### src/rtl/tlih_params.svh
// register offsets, field positions, reset values and timing counts of the interrupt handler
`ifndef TLIH_PARAMS_SVH
`define TLIH_PARAMS_SVH

// bus and register geometry
`define TLIH_AW 8
`define TLIH_DATA_W 32
`define TLIH_REG_W 8
`define TLIH_GROUPS 3
`define TLIH_SRC_N 24

// group index inside the packed group vectors
`define TLIH_GRP_LO 0
`define TLIH_GRP_MID 1
`define TLIH_GRP_HI 2

// byte addresses on the apb bus
`define TLIH_OFF_FLAGS_HI 8'h00
`define TLIH_OFF_FLAGS_MID 8'h04
`define TLIH_OFF_FLAGS_LO 8'h08
`define TLIH_OFF_EN_HI 8'h0c
`define TLIH_OFF_EN_MID 8'h10
`define TLIH_OFF_EN_LO 8'h14
`define TLIH_OFF_PRIO 8'h18
`define TLIH_OFF_SUMM 8'h1c

// level summary bit positions
`define TLIH_SUMM_LO_BIT 0
`define TLIH_SUMM_MID_BIT 1
`define TLIH_SUMM_HI_BIT 2

// reset values
`define TLIH_RST_FLAGS 8'h00
`define TLIH_RST_EN 8'h00
`define TLIH_RST_PRIO 8'hff
`define TLIH_RST_SUMM 8'h00
`define TLIH_NO_PEND 8'hff

// clock cycles from source rising edge to core interrupt rising edge
`define TLIH_CORE_LAT 1

`endif

### src/rtl/tlih_pkg.sv
// types shared by the interrupt handler modules
`include "tlih_params.svh"

package tlih_pkg;

    typedef logic [`TLIH_REG_W-1:0] tlih_byte_t;
    typedef logic [`TLIH_GROUPS-1:0][`TLIH_REG_W-1:0] tlih_grp_vec_t;

    typedef struct packed {
        logic psel;
        logic penable;
        logic pwrite;
        logic [`TLIH_AW-1:0] paddr;
        logic [`TLIH_DATA_W-1:0] pwdata;
    } tlih_apb_req_t;

    typedef struct packed {
        tlih_grp_vec_t enables;
        tlih_byte_t top_code;
        tlih_byte_t summary;
        logic [`TLIH_GROUPS-1:0] core_int;
        logic [`TLIH_DATA_W-1:0] rdata;
        logic ready;
        logic slverr;
    } tlih_top_st_t;

endpackage : tlih_pkg

### src/rtl/tlih_flag_bank.sv
// edge-detecting, write-one-to-clear flag bank for one priority group
`timescale 1ns/1ps
`include "tlih_params.svh"

module tlih_flag_bank #(
    parameter int W = `TLIH_REG_W
) (
    input wire logic pclk,
    input wire logic presetn,
    input wire logic [W-1:0] src,
    input wire logic [W-1:0] enable,
    input wire logic [W-1:0] clear,
    output logic [W-1:0] flags,
    output logic [W-1:0] flags_nxt,
    output logic [W-1:0] set_now
);
    import tlih_pkg::*;

    typedef struct packed {
        logic [W-1:0] src_d;
        logic [W-1:0] flags;
    } tlih_bank_st_t;

    tlih_bank_st_t st_r;
    tlih_bank_st_t st_nxt;

    always_comb begin
        st_nxt.src_d = src;
        set_now = src & ~st_r.src_d & enable;
        // a set arriving together with its clear wins
        st_nxt.flags = (st_r.flags & ~clear) | set_now;
    end

    always_ff @(posedge pclk or negedge presetn) begin
        if (!presetn) begin
            st_r <= '0;
        end else begin
            st_r <= st_nxt;
        end
    end

    assign flags = st_r.flags;
    assign flags_nxt = st_nxt.flags;

endmodule : tlih_flag_bank

### src/rtl/tlih_prio_enc.sv
// highest-index priority encoder over all pending flags
`timescale 1ns/1ps
`include "tlih_params.svh"

module tlih_prio_enc #(
    parameter int N = `TLIH_SRC_N,
    parameter int CW = `TLIH_REG_W
) (
    input wire logic [N-1:0] flags,
    output logic [CW-1:0] code
);
    import tlih_pkg::*;

    always_comb begin
        code = CW'(`TLIH_NO_PEND);
        // later hits overwrite earlier ones, so the highest index wins
        for (int i = 0; i < N; i++) begin
            if (flags[i]) begin
                code = CW'(i);
            end
        end
    end

endmodule : tlih_prio_enc

### src/rtl/tlih_top.sv
// three-level interrupt handler with its apb register slave
`timescale 1ns/1ps
`include "tlih_params.svh"

// Notes on behaviour
// there are 24 interrupt sources split into high, mid and low groups of eight.
// the high group drives the first core input, mid the second, low the third.
// flag bits 7..0 are sources 23..16 (high), 15..8 (mid) and 7..0 (low).
// a flag is set only on a rising edge of its source while its enable bit is one.
// a flag stays set until a one is written to it; writing zero leaves it alone.
// reset clears every flag.
// each source has a read-write enable bit at its flag position, one enables, reset zero.
// the priority register returns the code of the highest flag set, 0xff when none, reset 0xff.
// summary bits 2, 1, 0 show any flag set in high, mid, low; bits 7..3 read zero.
// sources are sampled on every edge of the fastest clock and a rising edge is remembered; the banks sample only on the rising edge of pclk.
// the core input rises exactly one clock after the source rises.
// flag, enable, priority and summary registers are eight bits wide.
// the core services the first input before the second and the second before the third.
// software clears both the flag here and the pending bit in the core.
// the priority code names the highest-index pending source, 23 highest and 0 lowest.
// a new flag set in a group gives a fresh rising edge on that group's core input; sets in back-to-back cycles give one longer high and no second edge.
module tlih_top (
    input wire logic pclk,
    input wire logic presetn,
    input wire logic psel,
    input wire logic penable,
    input wire logic pwrite,
    input wire logic [`TLIH_AW-1:0] paddr,
    input wire logic [`TLIH_DATA_W-1:0] pwdata,
    output logic [`TLIH_DATA_W-1:0] prdata,
    output logic pready,
    output logic pslverr,
    input wire logic [`TLIH_SRC_N-1:0] irq_src,
    output logic core_int_first,
    output logic core_int_second,
    output logic core_int_third
);
    import tlih_pkg::*;

    tlih_apb_req_t req;
    tlih_top_st_t st_r;
    tlih_top_st_t st_nxt;
    tlih_grp_vec_t flags;
    tlih_grp_vec_t flags_nxt;
    tlih_grp_vec_t set_now;
    tlih_grp_vec_t clr_mask;
    logic [`TLIH_SRC_N-1:0] flags_all_nxt;
    logic [`TLIH_REG_W-1:0] code_nxt;
    logic [`TLIH_REG_W-1:0] wbyte;
    logic setup_ph;
    logic wr_acc;

    assign req = '{
        psel: psel,
        penable: penable,
        pwrite: pwrite,
        paddr: paddr,
        pwdata: pwdata
    };

    assign setup_ph = req.psel & ~req.penable;
    // writes land on the access edge, where pready is already high
    assign wr_acc = req.psel & req.penable & req.pwrite & st_r.ready;
    assign wbyte = req.pwdata[`TLIH_REG_W-1:0];

    // write-one-to-clear strobes for the flag banks
    always_comb begin
        clr_mask = '0;
        if (wr_acc) begin
            case (req.paddr)
                `TLIH_OFF_FLAGS_HI: begin
                    clr_mask[`TLIH_GRP_HI] = wbyte;
                end
                `TLIH_OFF_FLAGS_MID: begin
                    clr_mask[`TLIH_GRP_MID] = wbyte;
                end
                `TLIH_OFF_FLAGS_LO: begin
                    clr_mask[`TLIH_GRP_LO] = wbyte;
                end
                default: begin
                    clr_mask = '0;
                end
            endcase
        end
    end

    genvar g;
    generate
        for (g = 0; g < `TLIH_GROUPS; g++) begin : g_bank
            tlih_flag_bank #(
                .W(`TLIH_REG_W)
            ) u_bank (
                .pclk(pclk),
                .presetn(presetn),
                .src(irq_src[g*`TLIH_REG_W +: `TLIH_REG_W]),
                .enable(st_r.enables[g]),
                .clear(clr_mask[g]),
                .flags(flags[g]),
                .flags_nxt(flags_nxt[g]),
                .set_now(set_now[g])
            );
        end
    endgenerate

    // high group in the top byte keeps source numbers equal to bit indices
    assign flags_all_nxt = flags_nxt;

    tlih_prio_enc #(
        .N(`TLIH_SRC_N),
        .CW(`TLIH_REG_W)
    ) u_enc (
        .flags(flags_all_nxt),
        .code(code_nxt)
    );

    always_comb begin
        st_nxt = st_r;
        st_nxt.ready = setup_ph;
        st_nxt.slverr = 1'b0;

        // read data and error are captured in the setup cycle
        if (setup_ph) begin
            st_nxt.rdata = '0;
            case (req.paddr)
                `TLIH_OFF_FLAGS_HI: begin
                    st_nxt.rdata[`TLIH_REG_W-1:0] = flags[`TLIH_GRP_HI];
                end
                `TLIH_OFF_FLAGS_MID: begin
                    st_nxt.rdata[`TLIH_REG_W-1:0] = flags[`TLIH_GRP_MID];
                end
                `TLIH_OFF_FLAGS_LO: begin
                    st_nxt.rdata[`TLIH_REG_W-1:0] = flags[`TLIH_GRP_LO];
                end
                `TLIH_OFF_EN_HI: begin
                    st_nxt.rdata[`TLIH_REG_W-1:0] = st_r.enables[`TLIH_GRP_HI];
                end
                `TLIH_OFF_EN_MID: begin
                    st_nxt.rdata[`TLIH_REG_W-1:0] = st_r.enables[`TLIH_GRP_MID];
                end
                `TLIH_OFF_EN_LO: begin
                    st_nxt.rdata[`TLIH_REG_W-1:0] = st_r.enables[`TLIH_GRP_LO];
                end
                `TLIH_OFF_PRIO: begin
                    st_nxt.rdata[`TLIH_REG_W-1:0] = st_r.top_code;
                    st_nxt.slverr = req.pwrite;
                end
                `TLIH_OFF_SUMM: begin
                    st_nxt.rdata[`TLIH_REG_W-1:0] = st_r.summary;
                    st_nxt.slverr = req.pwrite;
                end
                default: begin
                    st_nxt.slverr = 1'b1;
                end
            endcase
            if (req.pwrite) begin
                st_nxt.rdata = '0;
            end
        end

        if (wr_acc) begin
            case (req.paddr)
                `TLIH_OFF_EN_HI: begin
                    st_nxt.enables[`TLIH_GRP_HI] = wbyte;
                end
                `TLIH_OFF_EN_MID: begin
                    st_nxt.enables[`TLIH_GRP_MID] = wbyte;
                end
                `TLIH_OFF_EN_LO: begin
                    st_nxt.enables[`TLIH_GRP_LO] = wbyte;
                end
                default: begin
                    st_nxt.enables = st_r.enables;
                end
            endcase
        end

        // status follows the flags as they will be after this edge
        st_nxt.top_code = code_nxt;
        st_nxt.summary = `TLIH_RST_SUMM;
        st_nxt.summary[`TLIH_SUMM_HI_BIT] = |flags_nxt[`TLIH_GRP_HI];
        st_nxt.summary[`TLIH_SUMM_MID_BIT] = |flags_nxt[`TLIH_GRP_MID];
        st_nxt.summary[`TLIH_SUMM_LO_BIT] = |flags_nxt[`TLIH_GRP_LO];

        // one-cycle pulse per cycle with an accepted edge gives the core a fresh rising edge; edges in back-to-back cycles merge into one longer pulse
        for (int i = 0; i < `TLIH_GROUPS; i++) begin
            st_nxt.core_int[i] = |set_now[i];
        end
    end

    always_ff @(posedge pclk or negedge presetn) begin
        if (!presetn) begin
            st_r <= '{
                enables: {`TLIH_GROUPS{`TLIH_RST_EN}},
                top_code: `TLIH_RST_PRIO,
                summary: `TLIH_RST_SUMM,
                core_int: '0,
                rdata: '0,
                ready: 1'b0,
                slverr: 1'b0
            };
        end else begin
            st_r <= st_nxt;
        end
    end

    assign prdata = st_r.rdata;
    assign pready = st_r.ready;
    assign pslverr = st_r.slverr;
    assign core_int_first = st_r.core_int[`TLIH_GRP_HI];
    assign core_int_second = st_r.core_int[`TLIH_GRP_MID];
    assign core_int_third = st_r.core_int[`TLIH_GRP_LO];

    // checking logic below
    logic [`TLIH_SRC_N-1:0] src_d_h;
    logic [`TLIH_SRC_N-1:0] rise_en;
    logic [`TLIH_SRC_N-1:0] flags_flat;
    logic [`TLIH_SRC_N-1:0] clr_flat;
    logic [`TLIH_GROUPS-1:0] lvl_rise;
    logic [`TLIH_GROUPS-1:0] core_vec;

    always_ff @(posedge pclk or negedge presetn) begin
        if (!presetn) begin
            src_d_h <= '0;
        end else begin
            src_d_h <= irq_src;
        end
    end

    assign flags_flat = flags;
    assign clr_flat = clr_mask;
    assign rise_en = irq_src & ~src_d_h & st_r.enables;
    assign lvl_rise = {|rise_en[23:16], |rise_en[15:8], |rise_en[7:0]};
    assign core_vec = {core_int_first, core_int_second, core_int_third};
endmodule : tlih_top

### config.mk
export PLATFORM = sky130hd
export DESIGN_NAME = tlih_top
export DESIGN_NICKNAME = d
export VERILOG_FILES = /design/src/rtl/tlih_pkg.sv /design/src/rtl/tlih_flag_bank.sv /design/src/rtl/tlih_prio_enc.sv /design/src/rtl/tlih_top.sv
export VERILOG_INCLUDE_DIRS = /design/src /design/src/rtl
export SDC_FILE = /design/constraint.sdc
export NUM_CORES = 1
export LEC_CHECK = 0
export BUFFER_PORTS_ARGS = -buffer_cell sky130_fd_sc_hd__buf_2
export CAP_MARGIN = 5
export CORE_UTILIZATION = 53
export CTS_CLUSTER_SIZE = 20
export DETAILED_ROUTE_END_ITERATION = 10
export MAX_ROUTING_LAYER = met4
export PLACE_DENSITY = 0.83
export SYNTH_ARGS = -nofsm -noshare
export SYNTH_HDL_FRONTEND = slang
export SYNTH_SLANG_ARGS = --single-unit
### constraint.sdc
create_clock -name pclk -period 2 [get_ports pclk]
set_input_delay 0.4 -clock pclk [delete_from_list [all_inputs] [get_ports pclk]]
set_output_delay 0.4 -clock pclk [all_outputs]
set_load 0.05 [all_outputs]
==> run metrics, run 1 <==
status=finished, final reports clean; GR Util All Layers=between 30 and 40%; crit-path max FO=10; H-tree Lvls=3; CP cell instances=and4_4 -> buf_12 -> nand4_1 -> a21oi_2 -> and4_1 -> nand3b_1 -> a31oi_1 -> o211ai_1; Placement Cell Area=just over 5000 um^2; post-synthesis register bit count=94; Ys Warns=0; Crit. End Element=flop; period utilization=between 90% and 100%; Synth Area in XOR/XNOR=0%; DRC Markers=0; CP top delay family=simple AND/OR/NAND/NOR gates; total wire length=12000 um; worst skew pair latency=~0.36 ns; post-route cell area=5330 um^2; ys flop type=dfrtp_1; std cell rows=32; initial core utilization=a little under three fifths; asr flop ratio synth=100%; Overall Power=0.00377 W; Slew HR=approximately two thirds; main combinational cell family by area after synthesis=simple AND/OR/NAND/NOR gates; post-synthesis sequential area ratio=between 50% and 60%; cell area power density=708 nW/um^2; startpoint types=flop; cts bufs inserted=9; Synth cell types=45; Finished Core Util=between 60% and 70%; Num Clock Sinks=94; Boundary Pins=approximately 110; synthesized cell area=between 4000 and 5000 um^2; Die Y=roughly 93 um; DRT iter0 DRCs=approximately 340; Crit path required time=roughly 2.3 ns; critical path class=flop to flop; RD Place Congestion=approximately 0.93; final hold vios=0; hold crit path type=primary input to flop; Antenna Cells=0; Final min period=~2 ns; port bufs=57; setup violators final=0; vias per cell=~6; dpl hpwl=just under 9000 um; CTS max path bufs=2; largest net degree at the start of global routing=36; via count=3659; root buffer cell=clkbuf_8; first-pass GRT wire length=roughly 19000 um; Pins Over Slew Limit=0; die area=around 8600 um^2; Die Wd=between 90 and 100 um; Max-cap violations=0; setup_tns=0 ns; core area=approximately 7800 um^2; antenna-violating nets left=0; gr ovfl total=0; Post-Syn Area per Cell=roughly 11 um^2; Leak Pwr=around 2.8 nW; dpl ws=-0.284 ns; CTS tree=yes; EDFF count, synth=0; vias in the first global route=~3600; layout cells sized above 1=35.4%; Cells after Synth=398; P&R area growth vs syn=21.6%; Setup Skew=roughly 0.0056 ns; commonest non-fill, non-tap cell in the layout=dfrtp_1; clock transition at the registers of the reported paths=about 0.09 ns; WP buf/inv=1; Setup WS post-layout=just under 0.06 ns; mux cell area share after synthesis=between 6 and 7%; antenna violations before repair=0; actual slew at the worst max-slew pin=0.514 ns; post-synthesis compound-gate area fraction=between 10% and 20%; Arrival @ worst endpoint=2.22 ns; Max Fclk=515 MHz; CP peak stage delay=0.36 ns; Max VDD drop=about 410 uV; adder-cell share of the synthesized area=0%; Simple-Gate Fraction of Synth Area=between 10% and 20%; NumNets Final=569; 1st-pass router iterations=5; wire per inst=between 15 and 20 um; most frequent cells in the layout=dfrtp_1 (87), buf_2 (56), buf_4 (49); slowest cell on the critical path=dfrtp_2
## worst paths after layout
| path | from | slack, ns | depth (start not counted) | endpoint |
|---|---|---|---|---|
| setup reg to reg | pready$_DFF_PN0_ | 0.06 | 8 | st_r[47]$_DFF_PN1_ |
| hold reg to reg | prdata[3]$_DFFE_PN0P_ | 0.51 | 1 | prdata[3]$_DFFE_PN0P_ |
| max in group asynchronous | presetn | 0.89 | 3 | st_r[48]$_DFF_PN1_ |
| min in group asynchronous | presetn | 0.51 | 2 | core_vec[0]$_DFF_PN0_ |
| setup / recovery | pready$_DFF_PN0_ | 0.06 | 8 | st_r[47]$_DFF_PN1_ |
| hold / removal | irq_src[23] | 0.16 | 1 | g_bank[2].u_bank.st_r[15]$_DFF_PN0_ |
## kinds of logic after synthesis
kind of cell	count (synthesis)
simple gates	148
flops	94
compound gates	72
buf+inv	56
mux	27
other cells	1
## routing by layer
metal	share of wire, %	wire, um	track usage (%)	vias up
li1	-	-	-	1597
met5	0	0	-	-
met3	8.3	1000	7.06	49
met1	40	4800	38.5	1772
met2	47	5700	47.5	241
met4	4.3	512	11.5	0
## sequential cells by signal (all words and copies together) (netlist names)
name / cells
st_r: 33
g_bank.u_bank.flags: 24
g_bank.u_bank.st_r: 24
prdata: 8
core_vec: 3
pready: 1
pslverr: 1
## layout make-up
type                       count  area [um^2]
timing repair buffer         114          823
multi-input combinational    271         1800
tap                          102          128
fill                         564         2520
clock buffer                  13          139
clock inverter                 3         45.0
sequential                    94         2360
inverter                      10         37.5
## timing repair
action	CTS	global route
setup buffers	0	4
pin swaps	0	9
hold buffers	1	0
cloned	0	1
hold endpoints to repair	22	0
gates resized for setup	3	7
setup endpoints to repair	1	6
## power breakdown
group / leakage [nW] / internal [W] / switching [W] / total [W]
registers: 1.23 / 0.00202 / 0.0000449 / 0.00207
logic: 1.45 / 0.000165 / 0.000330 / 0.000495
clock network: 0.0839 / 0.000581 / 0.000626 / 0.00121
## per-stage QoR
stage / hold slack (ns) / std cells
2_1_floorplan: 0.104 / 421
3_3_place_gp: 0.357 / 585
3_5_place_dp: 0.362 / 585
4_1_cts: 0.149 / 602
5_1_grt: 0.140 / 607
6_report: 0.156 / 607
## synth_stat cells, types with 5 or more instances
master / count / area share (%)
a222oi_1: 10 / 2.3
buf_4: 33 / 5.7
a22o_1: 8 / 1.6
dfrtp_1: 88 / 50
dfstp_2: 6 / 3.6
nand4_1: 21 / 3.0
nor4_1: 7 / 1.0
a21o_1: 17 / 2.9
mux2_2: 24 / 6.2
a21oi_1: 14 / 1.6
clkbuf_1: 6 / 0.51
nor2_1: 39 / 3.3
nor3_1: 5 / 0.57
buf_2: 5 / 0.57
a22oi_1: 9 / 1.5
nand3_1: 13 / 1.5
nand2_1: 34 / 2.9
inv_1: 9 / 0.77
and2_1: 5 / 0.71
Power figures use the tool's default switching activity.
==> run 2: changes to the inputs <==
--- a/config.mk
+++ b/config.mk
@@ -9,6 +9,7 @@
 export BUFFER_PORTS_ARGS = -buffer_cell sky130_fd_sc_hd__buf_2
 export CAP_MARGIN = 5
 export CORE_UTILIZATION = 53
+export CTS_BUF_LIST = sky130_fd_sc_hd__clkbuf_16
 export CTS_CLUSTER_SIZE = 20
 export DETAILED_ROUTE_END_ITERATION = 10
 export MAX_ROUTING_LAYER = met4
==> run 2 against run 1 <==
  * Sequential power is essentially flat
  * Maximum frequency down 3.2%
  * The flow now finishes with violations (negative setup slack)
  * Non-clock buffer count down 3
  * Routed wire length is 3.1% higher
  * Setup slack worse by 0.065 ns
  * Power up 12%
==> run metrics, run 2 (same netlist as run 1, synthesis figures left out) <==
cell area power density=782 nW/um^2 (was 708 nW/um^2); Leak Pwr=2.81 nW (was 2.76 nW); setup violators final=1 (was 0); clock transition at the registers of the reported paths=0.06 ns (was 0.09 ns); GR Util All Layers=31.1% (was 30.3%); DRT iter0 DRCs=377 (was 337); setup_tns=-0.00711 ns (was 0 ns); vias in the first global route=3690 (was 3572); Largest register FFs=33 (unchanged); first-pass GRT wire length=19400 um (was 18800 um); total wire length=12400 um (was 12000 um); RSZ-0062 raised after global routing=true; Clock Power Share=38.9% (was 32.0%); Max Fclk=498 MHz (was 515 MHz); reg-to-reg setup timing slack=-0.007 ns (was 0.06 ns); failing checks=negative setup slack; cts bufs inserted=9 (unchanged); RD Place Congestion=0.925 (unchanged); Setup Skew=0.00526 ns (was 0.00563 ns); combinational share of power=11.9% (was 13.1%); die area=8640 um^2 (unchanged); startpoint types=primary input (was flop); Crit. End Element=flop (unchanged); filler instances=566 (was 564); port bufs=57 (unchanged); dpl cells=585 (unchanged); Boundary Pins=106 (unchanged); vias per cell=6.13 (was 6.03); core area=7850 um^2 (unchanged); H-tree Lvls=3 (unchanged); 1st-pass router iterations=6 (was 5); std cell rows=32 (unchanged); antenna violations before repair=0 (unchanged); status=complete, but fails checks (was finished, final reports clean); largest reg by FF count=st_r (unchanged); CTS max path bufs=2 (unchanged); switching share of power=25.5% (was 26.6%); period utilization=100% (was 97.1%); via count=3702 (was 3659); DRC Markers=0 (unchanged); Crit. Startpoint=paddr[5] (was pready$_DFF_PN0_); Int Power=0.00314 W (was 0.00277 W); Slew HR=55.1% (was 65.4%); CTS tree=yes (unchanged); Pins Over Slew Limit=0 (unchanged); R2R Path Start=pready$_DFF_PN0_ (unchanged); fraction of power consumed by sequential logic=49.2% (was 54.9%); Antenna Cells=0 (unchanged); worst setup path end=st_r[45]$_DFF_PN1_ (was st_r[47]$_DFF_PN1_); NumNets Final=566 (was 569); actual slew at the worst max-slew pin=0.667 ns (was 0.514 ns); Setup WS post-layout=-0.00711 ns (was 0.0577 ns); Final min period=2.01 ns (was 1.94 ns); crit-path max FO=7 (was 10); antenna-violating nets left=0 (unchanged); commonest non-fill, non-tap cell in the layout=dfrtp_1 (unchanged); Die Y=92.9 um (unchanged); Max-cap violations=0 (unchanged); Die Wd=92.9 um (unchanged); largest net degree at the start of global routing=36 (unchanged); Max VDD drop=520 uV (was 412 uV); layout cells sized above 1=35.5% (was 35.4%); Crit path required time=2.24 ns (was 2.27 ns); root buffer cell=clkbuf_16 (was clkbuf_8); initial core utilization=55.9% (unchanged); P&R area growth vs syn=23.0% (was 21.6%); critical path class=primary input to flop (was flop to flop); wire per inst=20.5 um (was 19.8 um); count of non-filler cells in the finished layout=604 (was 607); worst skew pair latency=0.34 ns (was 0.36 ns); gr ovfl total=0 (unchanged); most frequent cells in the layout=dfrtp_1 (87), buf_2 (56), buf_4 (48) (was dfrtp_1 (87), buf_2 (56), buf_4 (49)); R2R Path End=st_r[45]$_DFF_PN1_ (was st_r[47]$_DFF_PN1_); Arrival @ worst endpoint=2.25 ns (was 2.22 ns); NetSw=0.00108 W (was 0.00100 W); dpl hpwl=8840 um (unchanged); final hold vios=0 (unchanged); Worst Reg2Reg Path Length in Cells=10 (was 8); hold crit path type=primary input to async pin (was primary input to flop); Num Clock Sinks=94 (unchanged)
## run 2: changes by cell type in the layout (fill, tap and decap cells not counted), sizes merged
cell	previous run	this run
buf	112	111
inv	10	14
dlygate4sd3	1	0
clkbuf	14	9
## run 2: what timing repair did
action                                 CTS  global route
gates resized for setup                  3            10
setup endpoints to repair                1             6
pin swaps                                0             7
hold buffers                             0             0
endpoints found under the hold margin    0             0
setup buffers                            0             3
## run 2: final cells by class
type,count,area [um^2],share of cell area (%)
multi-input cells,271,1810,33.5
well taps,102,128,2.37
flip-flops and latches,94,2360,43.8
inverters,10,37.5,0.696
clock buffers,9,225,4.18
repair buffers,111,772,14.3
clock inverters,7,60.1,1.11
## run 2: worst min path at each step
stage | slack, ns | cells after the start | end
5_1_grt | 0.01 | 1 | g_bank[0].u_bank.st_r[12]$_DFF_PN0_
4_1_cts | 0.005 | 1 | g_bank[0].u_bank.st_r[12]$_DFF_PN0_
3_3_place_gp | 0.36 | 1 | st_r[60]$_DFFE_PN0P_
3_5_place_dp | 0.36 | 1 | core_vec[0]$_DFF_PN0_
2_1_floorplan | 0.10 | 0 | core_vec[0]$_DFF_PN0_
6_report | 0.002 | 1 | core_vec[0]$_DFF_PN0_
## run 2: power groups by stage
stage / clock network [W] / logic, W / registers, W
6_report: 0.00164 / 0.000501 / 0.00208
5_1_grt: 0.00172 / 0.000529 / 0.00208
4_1_cts: 0.00165 / 0.000479 / 0.00207
3_5_place_dp: 0 / 0.000473 / 0.00210
3_3_place_gp: 0 / 0.000462 / 0.00210
2_1_floorplan: 0 / 0.000288 / 0.00210
## run 2: metrics by stage
stage	cell area, um^2	utilization [%]	power [W]	setup slack [ns]	hold WS [ns]
final	5390	68.7	0.00422	-0.00711	0.00204
after global routing	5390	68.7	0.00433	-0.0871	0.0148
after CTS	5320	67.8	0.00420	0.0201	0.00543
after detailed placement	5030	64.0	0.00258	-0.284	0.362
after global placement	5030	64.0	0.00256	-0.215	0.357
after floorplan	4470	-	0.00239	0.0203	0.104
## run 2: worst max-delay path, stage by stage
cell	delay, ns
buf_2	0.12
nor4_4	0.35
buf_4	0.22
nand4_1	0.15
a21oi_4	0.23
buf_4	0.15
nand2b_1	0.05
a211o_1	0.29
a21oi_2	0.16
o21ai_1	0.12
## run 2: per-layer routing
layer  vias to the layer above  part of all wire (%)  track usage, %
met3                        50                   8.1            6.32
li1                       1590                     -               -
met5                         -                     0               -
met2                       249                    49            50.0
met4                         0                   4.2            12.8
met1                      1813                    39            38.6
==> run 3: changes to the inputs <==
--- a/config.mk
+++ b/config.mk
@@ -6,14 +6,14 @@
 export SDC_FILE = /design/constraint.sdc
 export NUM_CORES = 1
 export LEC_CHECK = 0
-export BUFFER_PORTS_ARGS = -buffer_cell sky130_fd_sc_hd__buf_2
 export CAP_MARGIN = 5
-export CORE_UTILIZATION = 53
+export CORE_UTILIZATION = 60
 export CTS_BUF_LIST = sky130_fd_sc_hd__clkbuf_16
 export CTS_CLUSTER_SIZE = 20
 export DETAILED_ROUTE_END_ITERATION = 10
+export DONT_BUFFER_PORTS = 1
 export MAX_ROUTING_LAYER = met4
-export PLACE_DENSITY = 0.83
+export PLACE_DENSITY = 0.8
 export SYNTH_ARGS = -nofsm -noshare
 export SYNTH_HDL_FRONTEND = slang
 export SYNTH_SLANG_ARGS = --single-unit
==> run 3 against run 2 <==
  * The flow finishes with violations (negative hold slack)
  * Combinational power is 31% lower
  * Hold slack worse by 0.26 ns
  * Critical path depth is 3 lower
  * Die area is 11% lower
  * Maximum frequency is 3.6% higher
  * Non-clock buffer count is 72 lower
  * Sequential cell count stayed put
  * Critical endpoint is now st_r[38]$_DFF_PN0_
  * Highest routed layer unchanged
  * Routed wire length is 11% lower
  * Power is 6.5% lower
==> run metrics, run 3 (same netlist as run 1, synthesis figures left out) <==
std cell rows=30 (was 32); startpoint types=flop (was primary input); CP peak stage delay=0.36 ns (was 0.35 ns); DRC Markers=0 (unchanged); Slew HR=60.9% (was 55.1%); R2R Path End=st_r[38]$_DFF_PN0_ (was st_r[45]$_DFF_PN1_); via count=3285 (was 3702); Hold Slack=-0.254 ns (was 0.00204 ns); core area=6910 um^2 (was 7850 um^2); Num Clock Sinks=94 (unchanged); actual slew at the worst max-slew pin=0.581 ns (was 0.667 ns); Die Y=87.5 um (was 92.9 um); Largest register FFs=33 (unchanged); 1st-pass router iterations=6 (unchanged); gr ovfl total=0 (unchanged); Crit. End Element=flop (unchanged); H-tree Lvls=3 (unchanged); commonest non-fill, non-tap cell in the layout=dfrtp_1 (unchanged); status=complete, but fails checks (unchanged); initial core utilization=63.5% (was 55.9%); most frequent cells in the layout=dfrtp_1 (87), nor2_1 (37), buf_4 (35) (was dfrtp_1 (87), buf_2 (56), buf_4 (48)); Arrival @ worst endpoint=2.17 ns (was 2.25 ns); RD Place Congestion=1.00 (was 0.925); cts bufs inserted=9 (unchanged); Max-cap violations=0 (unchanged); Finished Core Util=71.3% (was 68.7%); antenna-violating nets left=0 (unchanged); failing checks=negative hold slack (was negative setup slack); Max Fclk=516 MHz (was 498 MHz); total wire length=11100 um (was 12400 um); CP cell instances=and4_4 -> clkbuf_16 -> nand4_1 -> a21oi_1 -> and2_1 -> nand4_1 -> buf_4 (was buf_2 -> nor4_4 -> buf_4 -> nand4_1 -> a21oi_4 -> buf_4 -> nand2b_1 -> a211o_1 -> a21oi_2 -> o21ai_1); worst setup path end=st_r[38]$_DFF_PN0_ (was st_r[45]$_DFF_PN1_); GR Util All Layers=31.6% (was 31.1%); Worst Reg2Reg Path Length in Cells=7 (was 10); critical path class=flop to flop (was primary input to flop); reg-to-reg setup timing slack=0.06 ns (was -0.007 ns); first-pass GRT wire length=16700 um (was 19400 um); NumNets Final=494 (was 566); filler instances=497 (was 566); final hold vios=94 (was 0); Antenna Cells=0 (unchanged); dpl hpwl=7800 um (was 8840 um); Pins Over Slew Limit=0 (unchanged); DRT iter0 DRCs=342 (was 377); vias per cell=6.25 (was 6.13); antenna violations before repair=0 (unchanged); slowest cell on the critical path=dfrtp_2 (was nor4_4); largest reg by FF count=st_r (unchanged); CTS tree=yes (unchanged); Die Wd=87.5 um (was 92.9 um); root buffer cell=clkbuf_16 (unchanged); cell mode on critical path=nand4_1 (was buf_4); cell area power density=800 nW/um^2 (was 782 nW/um^2); layout cells sized above 1=24.9% (was 35.5%); worst skew pair latency=0.35 ns (was 0.34 ns); P&R area growth vs syn=12.3% (was 23.0%); hold crit path type=primary input to async pin (unchanged); clock transition at the registers of the reported paths=0.06 ns (about the same); die area=7650 um^2 (was 8640 um^2); Max VDD drop=568 uV (was 520 uV); crit-path max FO=12 (was 7); port bufs=0 (was 57); Setup Skew=0.00627 ns (was 0.00526 ns); CTS max path bufs=2 (unchanged); R2R Path Start=pready$_DFF_PN0_ (unchanged); wire per inst=21.0 um (was 20.5 um); setup violators final=0 (was 1); Crit path required time=2.24 ns (about the same); Final min period=1.94 ns (was 2.01 ns); largest net degree at the start of global routing=95 (was 36); vias in the first global route=3153 (was 3690); period utilization=96.9% (was 100%); Boundary Pins=106 (unchanged); Crit. Startpoint=pready$_DFF_PN0_ (was paddr[5]); Leak Pwr=2.46 nW (was 2.81 nW)
-- run 3: cell count changes in the layout (fill, tap and decap cells not counted), sizes merged --
cell / change
inv: -4
buf: -74
clkbuf: +2
bufinv: -1
clkinv: +5
-- run 3: power by group --
part | switching, W | internal, W | total, W
Clock | 0.000693 | 0.000830 | 0.00152
Combinational | 0.000228 | 0.000116 | 0.000344
Sequential | 0.0000463 | 0.00203 | 0.00207
Total | 0.000968 | 0.00297 | 0.00394
-- run 3: what timing repair did --
item,in CTS,in global routing
endpoints found under the setup margin,0,5
gates resized for setup,0,9
endpoints found under the hold margin,94,94
setup buffers,0,1
-- run 3: worst min-delay path by stage --
stage	cells past startpoint	slack, ns	start	end
after global routing	0	-0.27	presetn	g_bank[1].u_bank.st_r[8]$_DFF_PN0_
after CTS	0	-0.26	presetn	core_vec[1]$_DFF_PN0_
after detailed placement	0	0.11	presetn	g_bank[0].u_bank.st_r[15]$_DFF_PN0_
final	0	-0.25	presetn	core_vec[0]$_DFF_PN0_
after floorplan	0	0.10	presetn	core_vec[0]$_DFF_PN0_
after global placement	0	0.11	presetn	core_vec[0]$_DFF_PN0_
-- run 3: final cells by class --
| cell class | count | area (um^2) | area share (%) |
|---|---|---|---|
| sequential | 94 | 2360 | 48.0 |
| multi-input combinational | 271 | 1790 | 36.3 |
| timing repair buffer | 39 | 353 | 7.17 |
| clock buffer | 9 | 225 | 4.57 |
| tap | 96 | 120 | 2.44 |
| clock inverter | 7 | 41.3 | 0.839 |
| inverter | 10 | 37.5 | 0.762 |
-- run 3: layer usage --
| metal | vias up | track usage, % | part of all wire, % |
|---|---|---|---|
| met5 | - | - | 0 |
| met4 | 0 | 13.6 | 3.2 |
| met3 | 42 | 8.82 | 9.9 |
| met2 | 206 | 47.9 | 48 |
| met1 | 1595 | 39.7 | 39 |
| li1 | 1442 | - | - |
-- run 3: through the flow --
| stage | cell area, um^2 | power [W] | worst slack, ns | TNS, ns | std cells |
|---|---|---|---|---|---|
| 2_1_floorplan | 4470 | 0.00239 | 0.0203 | 0 | 421 |
| 3_3_place_gp | 4570 | 0.00242 | -0.139 | -0.897 | 507 |
| 3_5_place_dp | 4570 | 0.00243 | -0.143 | -1.28 | 507 |
| 4_1_cts | 4830 | 0.00394 | 0.00823 | 0 | 523 |
| 5_1_grt | 4920 | 0.00409 | -0.0102 | -0.0175 | 526 |
| 6_report | 4920 | 0.00394 | 0.0625 | 0 | 526 |
-- run 3: worst max-delay path, delay by kind of cell (launching register included) --
| family | cells | cell delay [ns] |
|---|---|---|
| buffers and inverters | 2 | 0.41 |
| AOI/OAI and AO/OA | 1 | 0.20 |
| DFF | 1 | 0.36 |
| and+or+nand+nor | 4 | 0.86 |
